$ cat config.mk
export PLATFORM = sky130hd
export DESIGN_NAME = fsp_ctrl
export DESIGN_NICKNAME = d
export VERILOG_FILES = /design/src/design/fsp_pkg.sv /design/src/design/fsp_ctrl.sv
export VERILOG_INCLUDE_DIRS = /design/src /design/src/design
export SDC_FILE = /design/constraint.sdc
export NUM_CORES = 2
export LEC_CHECK = 0
export BUFFER_PORTS_ARGS = -buffer_cell sky130_fd_sc_hd__buf_4
export CORE_MARGIN = 8
export CORE_UTILIZATION = 46
export DETAILED_ROUTE_END_ITERATION = 12
export PLACE_DENSITY = 0.72
export SLEW_MARGIN = 20
export SYNTH_ARGS = -nofsm -noshare
export SYNTH_HDL_FRONTEND = slang
export SYNTH_SLANG_ARGS = --single-unit
$ cat constraint.sdc
create_clock -name pclk -period 4.6 [get_ports pclk]
set_input_delay 0.92 -clock pclk [delete_from_list [all_inputs] [get_ports pclk]]
set_output_delay 0.92 -clock pclk [all_outputs]
set_load 0.1 [all_outputs]
$ cat src/design/fsp_defs.svh
`ifndef FSP_DEFS_SVH
`define FSP_DEFS_SVH

// register offsets, byte addresses on the apb bus
`define FSP_OFF_CTRL 8'h00
`define FSP_OFF_KEY 8'h04
`define FSP_OFF_TBLPAGE 8'h08
`define FSP_OFF_TBLEA 8'h0c
`define FSP_OFF_LATCH 8'h10
`define FSP_OFF_VISPAGE 8'h14
`define FSP_OFF_VISEA 8'h18
`define FSP_OFF_VISADDR 8'h1c
`define FSP_OFF_STATUS 8'h20
`define FSP_OFF_MASK 8'h24

// control register field positions
`define FSP_CTRL_SIZE_LO 0
`define FSP_CTRL_SIZE_HI 1
`define FSP_CTRL_PROG 4
`define FSP_CTRL_MEM 6
`define FSP_CTRL_START 15

// status and mask bit of the completion flag
`define FSP_STAT_DONE 15

// erase size codes
`define FSP_ERASE_1ROW 2'h0
`define FSP_ERASE_2ROW 2'h1
`define FSP_ERASE_4ROW 2'h2

// unlock key values, taken from the low byte
`define FSP_KEY_FIRST 8'h55
`define FSP_KEY_SECOND 8'haa

// the only legal visibility page values
`define FSP_VIS_FLASH 8'h00
`define FSP_VIS_EEPROM 8'hff

// reset values
`define FSP_LATCH_RST 24'hffffff
`define FSP_PAGE_RST 8'h00

`endif

$ cat src/design/fsp_pkg.sv
package fsp_pkg;

    // sequencer states
    typedef enum logic [1:0] {
        st_idle,
        st_prog,
        st_erase,
        st_wait
    } fsp_state_type;

    // unlock key progress
    typedef enum logic [1:0] {
        key_idle,
        key_half,
        key_armed
    } fsp_key_type;

endpackage

$ cat src/design/fsp_ctrl.sv
// Function
// - flash rows hold 32 instruction words
// - erase one, two or four rows; program one
// - erase and write blocks aligned to own size
// - table writes fill latches, not the array
// - program succeeds however many latch writes preceded
// - latches load any order, later write replaces
// - latch write completes in two cycles
// - one programming cycle writes one row only
// - control selects erase size, memory, start
// - unlock key register is write only
// - start honoured only after 55h then aah
// - start bit launches, cleared by hardware
// - processor stalls while operation runs
// - visibility address bit 15 from page bit 0
// - visibility page takes only 00 or ff
//
// Register access over APB and the address map were chosen for this implementation.
`timescale 1ns/100ps
`include "fsp_defs.svh"

module fsp_ctrl #(
    parameter int ROW_WORDS = 32
) (
    input wire logic pclk,
    input wire logic presetn,
    input wire logic psel,
    input wire logic penable,
    input wire logic pwrite,
    input wire logic [7:0] paddr,
    input wire logic [31:0] pwdata,
    output logic [31:0] prdata,
    output logic pready,
    output logic pslverr,
    output logic irq,
    output logic cpu_stall,
    output logic flash_prog_we,
    output logic flash_erase_req,
    output logic [1:0] flash_erase_size,
    output logic flash_mem_sel,
    output logic [23:0] flash_addr,
    output logic [23:0] flash_wdata,
    input wire logic flash_done
);

    // index width inside a row and row number width
    localparam int IW = $clog2(ROW_WORDS);
    localparam int RW = 23 - IW;

    // the row and address arithmetic needs a power of two row
    if (ROW_WORDS < 2 || ROW_WORDS > 64 || (1 << IW) != ROW_WORDS) begin : g_bad_row
        $error("fsp_ctrl: ROW_WORDS must be a power of two from 2 to 64");
    end

    // row holding latches
    logic [23:0] latch [ROW_WORDS];
    // control fields
    logic [1:0] ctrl_size;
    logic ctrl_prog;
    logic ctrl_mem;
    logic ctrl_start;
    // table pointer and visibility window
    logic [7:0] table_page;
    logic [15:0] table_ea;
    logic [7:0] vis_page;
    logic [15:0] vis_ea;
    // completion flag and its mask
    logic flag;
    logic mask;
    // sequencer
    fsp_pkg::fsp_state_type state;
    fsp_pkg::fsp_key_type key_stage;
    logic [IW-1:0] word_idx;

    // apb phase decode
    wire busy = (state != fsp_pkg::st_idle);
    wire take = psel & penable & pready;
    wire wr_take = take & pwrite;
    wire sel_ctrl = (paddr == `FSP_OFF_CTRL);
    wire sel_key = (paddr == `FSP_OFF_KEY);
    wire sel_tpg = (paddr == `FSP_OFF_TBLPAGE);
    wire sel_tea = (paddr == `FSP_OFF_TBLEA);
    wire sel_lat = (paddr == `FSP_OFF_LATCH);
    wire sel_vpg = (paddr == `FSP_OFF_VISPAGE);
    wire sel_vea = (paddr == `FSP_OFF_VISEA);
    wire sel_vad = (paddr == `FSP_OFF_VISADDR);
    wire sel_stat = (paddr == `FSP_OFF_STATUS);
    wire sel_mask = (paddr == `FSP_OFF_MASK);
    wire mapped = sel_ctrl | sel_key | sel_tpg | sel_tea | sel_lat | sel_vpg | sel_vea | sel_vad | sel_stat | sel_mask;

    // per register write strobes
    wire wr_ctrl = wr_take & sel_ctrl;
    wire wr_key = wr_take & sel_key;
    wire wr_lat = wr_take & sel_lat;
    wire wr_vpg = wr_take & sel_vpg;
    wire wr_stat = wr_take & sel_stat;

    // table pointer into program space
    wire [23:0] tbl_addr = {table_page, table_ea};
    wire [IW-1:0] lat_idx = tbl_addr[IW:1];
    wire [RW-1:0] row_base = tbl_addr[23:IW+1];

    // erase block alignment mask in rows
    wire [RW-1:0] size_mask = (ctrl_size == `FSP_ERASE_1ROW) ? RW'(0) :
                              (ctrl_size == `FSP_ERASE_2ROW) ? RW'(1) : RW'(3);
    wire [RW-1:0] erase_row = row_base & ~size_mask;

    // visibility translation, ea bit 15 dropped
    wire [23:0] vis_addr = {1'b0, vis_page, vis_ea[14:0]};

    // key sequence and start decisions
    wire key_lo55 = (pwdata[7:0] == `FSP_KEY_FIRST);
    wire key_loaa = (pwdata[7:0] == `FSP_KEY_SECOND);
    wire launch = wr_ctrl & pwdata[`FSP_CTRL_START] & (key_stage == fsp_pkg::key_armed) & ~busy;
    wire vis_ok = (pwdata[7:0] == `FSP_VIS_FLASH) | (pwdata[7:0] == `FSP_VIS_EEPROM);

    // completion event and flag update, set beats clear
    wire done_evt = (state == fsp_pkg::st_wait) & flash_done;
    wire next_flag = done_evt | (flag & ~(wr_stat & pwdata[`FSP_STAT_DONE]));

    // read data selection
    wire [31:0] ctrl_word = {16'h0000, ctrl_start, 8'h00, ctrl_mem, 1'b0, ctrl_prog, 2'b00, ctrl_size};
    wire [31:0] rd_data =
        sel_ctrl ? ctrl_word :
        sel_tpg ? {24'h000000, table_page} :
        sel_tea ? {16'h0000, table_ea} :
        sel_lat ? {8'h00, latch[lat_idx]} :
        sel_vpg ? {24'h000000, vis_page} :
        sel_vea ? {16'h0000, vis_ea} :
        sel_vad ? {8'h00, vis_addr} :
        sel_stat ? {16'h0000, flag, 15'h0000} :
        sel_mask ? {16'h0000, mask, 15'h0000} : 32'h00000000;

    // answer in the first access cycle unless the core is stalled
    wire next_pready = psel & ~pready & ~busy;

    // apb answer registers
    always_ff @(posedge pclk or negedge presetn) begin
        if (!presetn) begin
            pready <= 1'b0;
            prdata <= 32'h00000000;
            pslverr <= 1'b0;
        end else begin
            pready <= next_pready;
            prdata <= next_pready ? rd_data : 32'h00000000;
            pslverr <= next_pready & ~mapped;
        end
    end

    // holding latches, one write port per entry
    for (genvar i = 0; i < ROW_WORDS; i++) begin : g_latch
        always_ff @(posedge pclk or negedge presetn) begin
            if (!presetn) begin
                latch[i] <= `FSP_LATCH_RST;
            end else if (wr_lat && lat_idx == IW'(i)) begin
                latch[i] <= pwdata[23:0];
            end
        end
    end

    // unlock key tracker, any other write breaks the pair
    always_ff @(posedge pclk or negedge presetn) begin
        if (!presetn) begin
            key_stage <= fsp_pkg::key_idle;
        end else if (wr_key && key_lo55) begin
            key_stage <= fsp_pkg::key_half;
        end else if (wr_key && key_loaa && key_stage == fsp_pkg::key_half) begin
            key_stage <= fsp_pkg::key_armed;
        end else if (wr_take) begin
            key_stage <= fsp_pkg::key_idle;
        end
    end

    // pointer, window and mask registers
    always_ff @(posedge pclk or negedge presetn) begin
        if (!presetn) begin
            table_page <= `FSP_PAGE_RST;
            table_ea <= 16'h0000;
            vis_page <= `FSP_PAGE_RST;
            vis_ea <= 16'h0000;
            mask <= 1'b0;
        end else begin
            if (wr_take && sel_tpg) begin
                table_page <= pwdata[7:0];
            end
            if (wr_take && sel_tea) begin
                table_ea <= pwdata[15:0];
            end
            // other page values are dropped
            if (wr_vpg && vis_ok) begin
                vis_page <= pwdata[7:0];
            end
            if (wr_take && sel_vea) begin
                vis_ea <= pwdata[15:0];
            end
            if (wr_take && sel_mask) begin
                mask <= pwdata[`FSP_STAT_DONE];
            end
        end
    end

    // flag and interrupt line
    always_ff @(posedge pclk or negedge presetn) begin
        if (!presetn) begin
            flag <= 1'b0;
            irq <= 1'b0;
        end else begin
            flag <= next_flag;
            irq <= next_flag & mask;
        end
    end

    // control fields, written only while idle
    always_ff @(posedge pclk or negedge presetn) begin
        if (!presetn) begin
            ctrl_size <= `FSP_ERASE_1ROW;
            ctrl_prog <= 1'b0;
            ctrl_mem <= 1'b0;
        end else if (wr_ctrl && !busy) begin
            ctrl_size <= pwdata[`FSP_CTRL_SIZE_HI:`FSP_CTRL_SIZE_LO];
            ctrl_prog <= pwdata[`FSP_CTRL_PROG];
            ctrl_mem <= pwdata[`FSP_CTRL_MEM];
        end
    end

    // sequencer: stream one row or issue one erase, then wait
    always_ff @(posedge pclk or negedge presetn) begin
        if (!presetn) begin
            state <= fsp_pkg::st_idle;
            ctrl_start <= 1'b0;
            cpu_stall <= 1'b0;
            word_idx <= '0;
            flash_prog_we <= 1'b0;
            flash_erase_req <= 1'b0;
            flash_erase_size <= `FSP_ERASE_1ROW;
            flash_mem_sel <= 1'b0;
            flash_addr <= 24'h000000;
            flash_wdata <= 24'h000000;
        end else begin
            case (state)
                fsp_pkg::st_idle: begin
                    // keyless start leaves the sequencer idle; the control fields still take the write
                    if (launch) begin
                        ctrl_start <= 1'b1;
                        cpu_stall <= 1'b1;
                        word_idx <= '0;
                        flash_mem_sel <= pwdata[`FSP_CTRL_MEM];
                        flash_erase_size <= pwdata[`FSP_CTRL_SIZE_HI:`FSP_CTRL_SIZE_LO];
                        state <= pwdata[`FSP_CTRL_PROG] ? fsp_pkg::st_prog : fsp_pkg::st_erase;
                    end
                end
                fsp_pkg::st_prog: begin
                    // every latch goes out, written or not
                    flash_prog_we <= 1'b1;
                    flash_addr <= {row_base, word_idx, 1'b0};
                    flash_wdata <= latch[word_idx];
                    word_idx <= word_idx + 1'b1;
                    if (word_idx == IW'(ROW_WORDS - 1)) begin
                        state <= fsp_pkg::st_wait;
                    end
                end
                fsp_pkg::st_erase: begin
                    // one request for the aligned block
                    flash_erase_req <= 1'b1;
                    flash_addr <= {erase_row, {(IW + 1){1'b0}}};
                    state <= fsp_pkg::st_wait;
                end
                fsp_pkg::st_wait: begin
                    flash_prog_we <= 1'b0;
                    flash_erase_req <= 1'b0;
                    // array answered: release core, clear start
                    if (flash_done) begin
                        ctrl_start <= 1'b0;
                        cpu_stall <= 1'b0;
                        state <= fsp_pkg::st_idle;
                    end
                end
                default: begin
                    state <= fsp_pkg::st_idle;
                end
            endcase
        end
    end

    // count of consecutive row write strobes, read by checks only
    logic [7:0] we_run;
    always_ff @(posedge pclk or negedge presetn) begin
        if (!presetn) begin
            we_run <= 8'h00;
        end else begin
            we_run <= flash_prog_we ? we_run + 8'h01 : 8'h00;
        end
    end
endmodule

# Word level (Yosys, flattened, before mapping)
# Index checks and enable logic that the tools add are counted.
# word_totals
input_bits	46
ff_bits	912
output_inout_bits	89
wordCells	240
# op_classes
add_sub_neg	1
n_lt_le_gt_ge	2
n_reduce_logical	58
bitwise_logic	37
muxes	34
eq_ne	53
# op_table
op	count
$bmux 24 s5	2
$mux 24	9
$eq 5x5->1 const B	17
$mux 23	3
$pmux 24 s2	1
$logic_and 1x1->1	41
$eq 5x4->1 const B	8
$eq 8x5->1 const B	4
$mux 16	2
$eq 5x3->1 const B	4
$and 1x1->1	18
$and 18x18->18	1
$mux 2	9
$not 2->18	1
$eq 8x4->1 const B	2
$eq 8x6->1 const B	2
$eq 8x8->1 const B	2
$logic_not 8->1	2
$ge 6x6->1 const B	2
$not 5->6	2
$reduce_bool 2->1	6
$or 1x1->1	11
$eq 5x2->1 const B	2
$pmux 5 s2	1
other kinds (18)	33

# Logic depth before layout (Yosys ltp)
# logic_depth
depth_word	12
mapped_depth	10
depth_no_buf	8

# Least setup slack after synthesis
# OpenSTA, ideal clock, no wires.
# synth_timing
path_type	input port to flip-flop
from	in paddr[2]
to	reg latch[100] in the netlist's numbering
t_arrival_ns	3.264
required_time_ns	4.518
n_path_buf	2
setup_ns	0.082
slack_ns	1.254
cell_stages	7
path_cell_list	clkbuf_1 > or4_1 > nor4_4 > nand3_4 > nor2_8 > buf_12 > mux2_4
# synth_via
elab_chain_len	3
# synth_rtl
element	line	source
start: declaration	fsp_ctrl.sv:30	input wire logic [7:0] paddr,
$eq 8x5->1 (no line)	--	
$and 1x1->1	fsp_ctrl.sv:94	wire wr_lat = wr_take & sel_lat;
$logic_and 1x1->1	fsp_ctrl.sv:155	end else if (wr_lat && lat_idx == IW'(i)) begin
end signal: indexed assignment	fsp_ctrl.sv:154	latch[i] <= `FSP_LATCH_RST;
end signal: indexed assignment	fsp_ctrl.sv:156	latch[i] <= pwdata[23:0];
end: declaration	fsp_ctrl.sv:56	logic [23:0] latch [ROW_WORDS];
# Every way passes these cells.
# A chain may end at the register's enable or synchronous reset.

# Final worst setup path
# layout_timing
from	in paddr[5]
to	reg latch[288] in the netlist's numbering
# Same word-level chain as after synthesis.

==> flow_metrics.tcl <==
set metrics [dict create \
    status "finished, final reports clean" \
    multi_input_area_um2 23300 \
    grt.overflow.total 0 \
    drtIter0Drc 2491 \
    die_width_um 341 \
    skew_ns 0.0310 \
    fillers 8488 \
    pin_count 135 \
    relSlewSlack_pct 19.9 \
    track_usage_pct 23.6 \
    antenna_found_initial 7 \
    register_area_um2 23800 \
    dr_total_vias 29500 \
    finalHoldViolations 0 \
    timing.hold.ws_ns 0.506 \
    ctsRootBufferMaster "clkbuf_16" \
    gp_congestion 0.850 \
    cellLeakagePower_nw 21.4 \
    clk_latency_ns 0.67 \
    syn-cell-area_um2 48600 \
    p_switching_mw 5.94 \
    place_hpwl_mm 85.7 \
    fp.coreArea_um2 105000 \
    fin_nets 3165 \
    fin_total_pwr_mw 19.9 \
    port_buffers 117 \
    pwr-share-comb_pct 17.1 \
    finalCritPeriodShare_pct 71.2 \
    cts_tree "yes" \
    cts_sinks 911 \
    syn_area_per_cell_um2 15.8 \
    peakVddDrop_mv 0.419 \
    synth_edf_count 0 \
    cts_resized 0 \
    die_area_um2 116000 \
    cp-start-kind "input pin" \
    worstSetupPathType "input pin to flop" \
    setup_tns_ns 0 \
    ys_warn_count 0 \
    cts_setup_buffers 0 \
    pwr-share-clk_pct 40.4 \
    grt_setup_unrepaired "no" \
    cts_buffers 93 \
    row_count 119 \
    grt_pass1_wl_mm 209 \
    synth_ff_type "dfstp_2" \
    grt_pass1_vias 30700 \
    swShare_pct 29.8 \
    worst_pin_slew_ns 1.20 \
    p_int_mw 14.0 \
    htreeDepth 3 \
    maxCapViolations 0 \
    drt_drc_violations_left 0 \
    initial_utilization_pct 46.3 \
    setup_viol 0 \
    fin_crit_ns 3.28 \
    crit_fanout 13 \
    die_h_um 341 \
    worstSetupEndpointType "flop" \
    yosysUniqueCellTypes 72 \
    area_growth_pct 12.1 \
    postCtsHoldBufs 0 \
    drt_pass1_iterations 5 \
    power_density_nw_per_um2 366 \
    required_ns 5.19 \
    wl_per_cell_um 30.1 \
    post_drt_via_cell_ratio 6.43 \
    syn_inst 3081 \
    grt_max_degree 114 \
    seq_area_frac_synth_pct 48.9 \
    clkTransAtPathRegs_ns 0.06 \
    fmax_mhz 305 \
    p_seq_share_pct 42.5 \
    hp-class "flop to flop" \
    ys_ff_latch 911 \
    drive_gt1_share_pct 76.9 \
    synthArstFlopShare_pct 100 \
    drtAntennaViolNets 0 \
    wirelength_mm 138 \
    fin_util_pct 51.9 \
    crit_arrival_ns 3.86 \
    drv_slew 0 \
    clockBufferDepth 3 \
]
==> kinds of logic after synthesis <==
group	after synthesis	synth area share, %
other	1	0.00772
multiplexers	1367	41.7
AND/OR/NAND/NOR	263	3.07
flip-flops	911	48.9
AO/OA/AOI/OAI	202	2.90
buffers and inverters	331	3.25
adder cells (fa/ha/maj)	6	0.155
==> per-layer routing <==
layer	GRT usage [%]	share of wire (%)	vias up
li1	-	-	11900
met1	32.0	41	16100
met2	37.4	48	1184
met3	5.06	7.6	300
met4	9.02	4.0	4
met5	0	0.020	-
==> registers in the layout (all words and copies together), names as in the netlist, 2 cells and up <==
signal,count
word_idx,5
key_stage,2
ctrl_size,2
flash_wdata,24
latch,768
vis_page,8
table_page,8
vis_ea,16
table_ea,16
prdata,24
flash_addr,23
state,2
flash_erase_size,2
==> power groups by stage <==
| stage | registers [mW] | clock network [mW] | logic, mW |
|---|---|---|---|
| global route | 8.48 | 8.49 | 3.61 |
| detailed placement | 8.58 | 0 | 3.45 |
| global placement | 8.57 | 0 | 3.44 |
| CTS | 8.46 | 8.17 | 3.45 |
| floorplan | 9.34 | 0 | 1.63 |
| finish | 8.47 | 8.05 | 3.41 |
==> worst paths after layout <==
check	from	endpoint	slack, ns	cells after the start
setup / recovery	paddr[5]	latch[288]	1.32	7
hold / removal	ctrl_mem	ctrl_mem	0.51	1
setup reg to reg	table_ea[2]	prdata[4]	1.35	5
hold reg to reg	ctrl_mem	ctrl_mem	0.51	1
max in group asynchronous	presetn	prdata[9]	3.10	2
min in group asynchronous	presetn	latch[499]	0.70	1
==> worst max-delay path, cell delays in order <==
cell and delay [ns]:
buf_4 0.14, or4b_1 0.76, nor4_4 0.61, nand3_4 0.29, nor2_8 0.47, buf_4 0.29
mux2_2 0.35
==> layout by cell type (no fill, tap or decap), types with 12 or more instances in the layout <==
master,instances
a21oi_1,54
a221oi_1,24
a22oi_1,12
a32oi_1,12
buf_12,32
buf_4,211
clkbuf_1,17
clkbuf_16,97
clkbuf_8,24
clkinv_2,18
dfrtp_1,134
dfstp_2,768
inv_1,14
mux2_1,23
mux2_2,734
mux2_4,80
mux2i_1,112
mux4_2,418
nand2_1,90
nand3_1,17
nor2_1,51
o21ai_0,28
==> metrics by stage <==
stage,area [µm²],worst slack (ns),cells
2_1_floorplan,48600,1.25,3089
3_3_place_gp,51200,0.701,4409
3_5_place_dp,51200,0.664,4409
4_1_cts,54400,1.36,4583
5_1_grt,54400,1.20,4585
6_report,54500,1.32,4586
==> final cells by class <==
class | instances | area share [%]
Multi-Input combinational cell | 1847 | 42.9
Clock buffer | 138 | 5.18
Clock inverter | 36 | 0.825
Timing Repair Buffer | 244 | 4.11
Antenna cell | 3 | 0.0138
Tap cell | 1391 | 3.20
Inverter | 16 | 0.113
Sequential cell | 911 | 43.7
==> synth_stat cells, drive strengths merged (2+ instances only) <==
| cell | number | area, µm² |
|---|---|---|
| mux2 | 837 | 9730 |
| dfstp | 768 | 20200 |
| mux4 | 418 | 9410 |
| clkbuf | 195 | 732 |
| dfrtp | 143 | 3580 |
| buf | 120 | 785 |
| mux2i | 112 | 1120 |
| nand2 | 98 | 368 |
| nor2 | 64 | 365 |
| a21oi | 54 | 270 |
| o21ai | 28 | 140 |
| nand3 | 26 | 163 |
| a221oi | 24 | 210 |
| inv | 15 | 56.3 |
| a22oi | 12 | 90.1 |
| a32oi | 12 | 105 |
| o22ai | 11 | 68.8 |
| o31ai | 11 | 82.6 |
| a32o | 10 | 100 |
| nor3 | 10 | 50.1 |
| nand2b | 9 | 56.3 |
| nor4 | 9 | 103 |
| nand3b | 8 | 85.1 |
| nand4 | 7 | 43.8 |
| ha | 6 | 75.1 |
| o221ai | 6 | 52.6 |
| a211oi | 5 | 37.5 |
| or3 | 5 | 31.3 |
| and2 | 4 | 25.0 |
| nor2b | 4 | 25.0 |
| nor4b | 4 | 53.8 |
| o31a | 4 | 35.0 |
| or4 | 4 | 30.0 |
| a2111oi | 3 | 26.3 |
| a31oi | 3 | 18.8 |
| and4 | 3 | 26.3 |
| o22a | 3 | 26.3 |
| o311a | 3 | 30.0 |
| a211o | 2 | 17.5 |
| a21boi | 2 | 15.0 |
| a22o | 2 | 17.5 |
| or2 | 2 | 12.5 |
| or4b | 2 | 20.0 |
No activity file was read; power rests on OpenSTA's default activity.
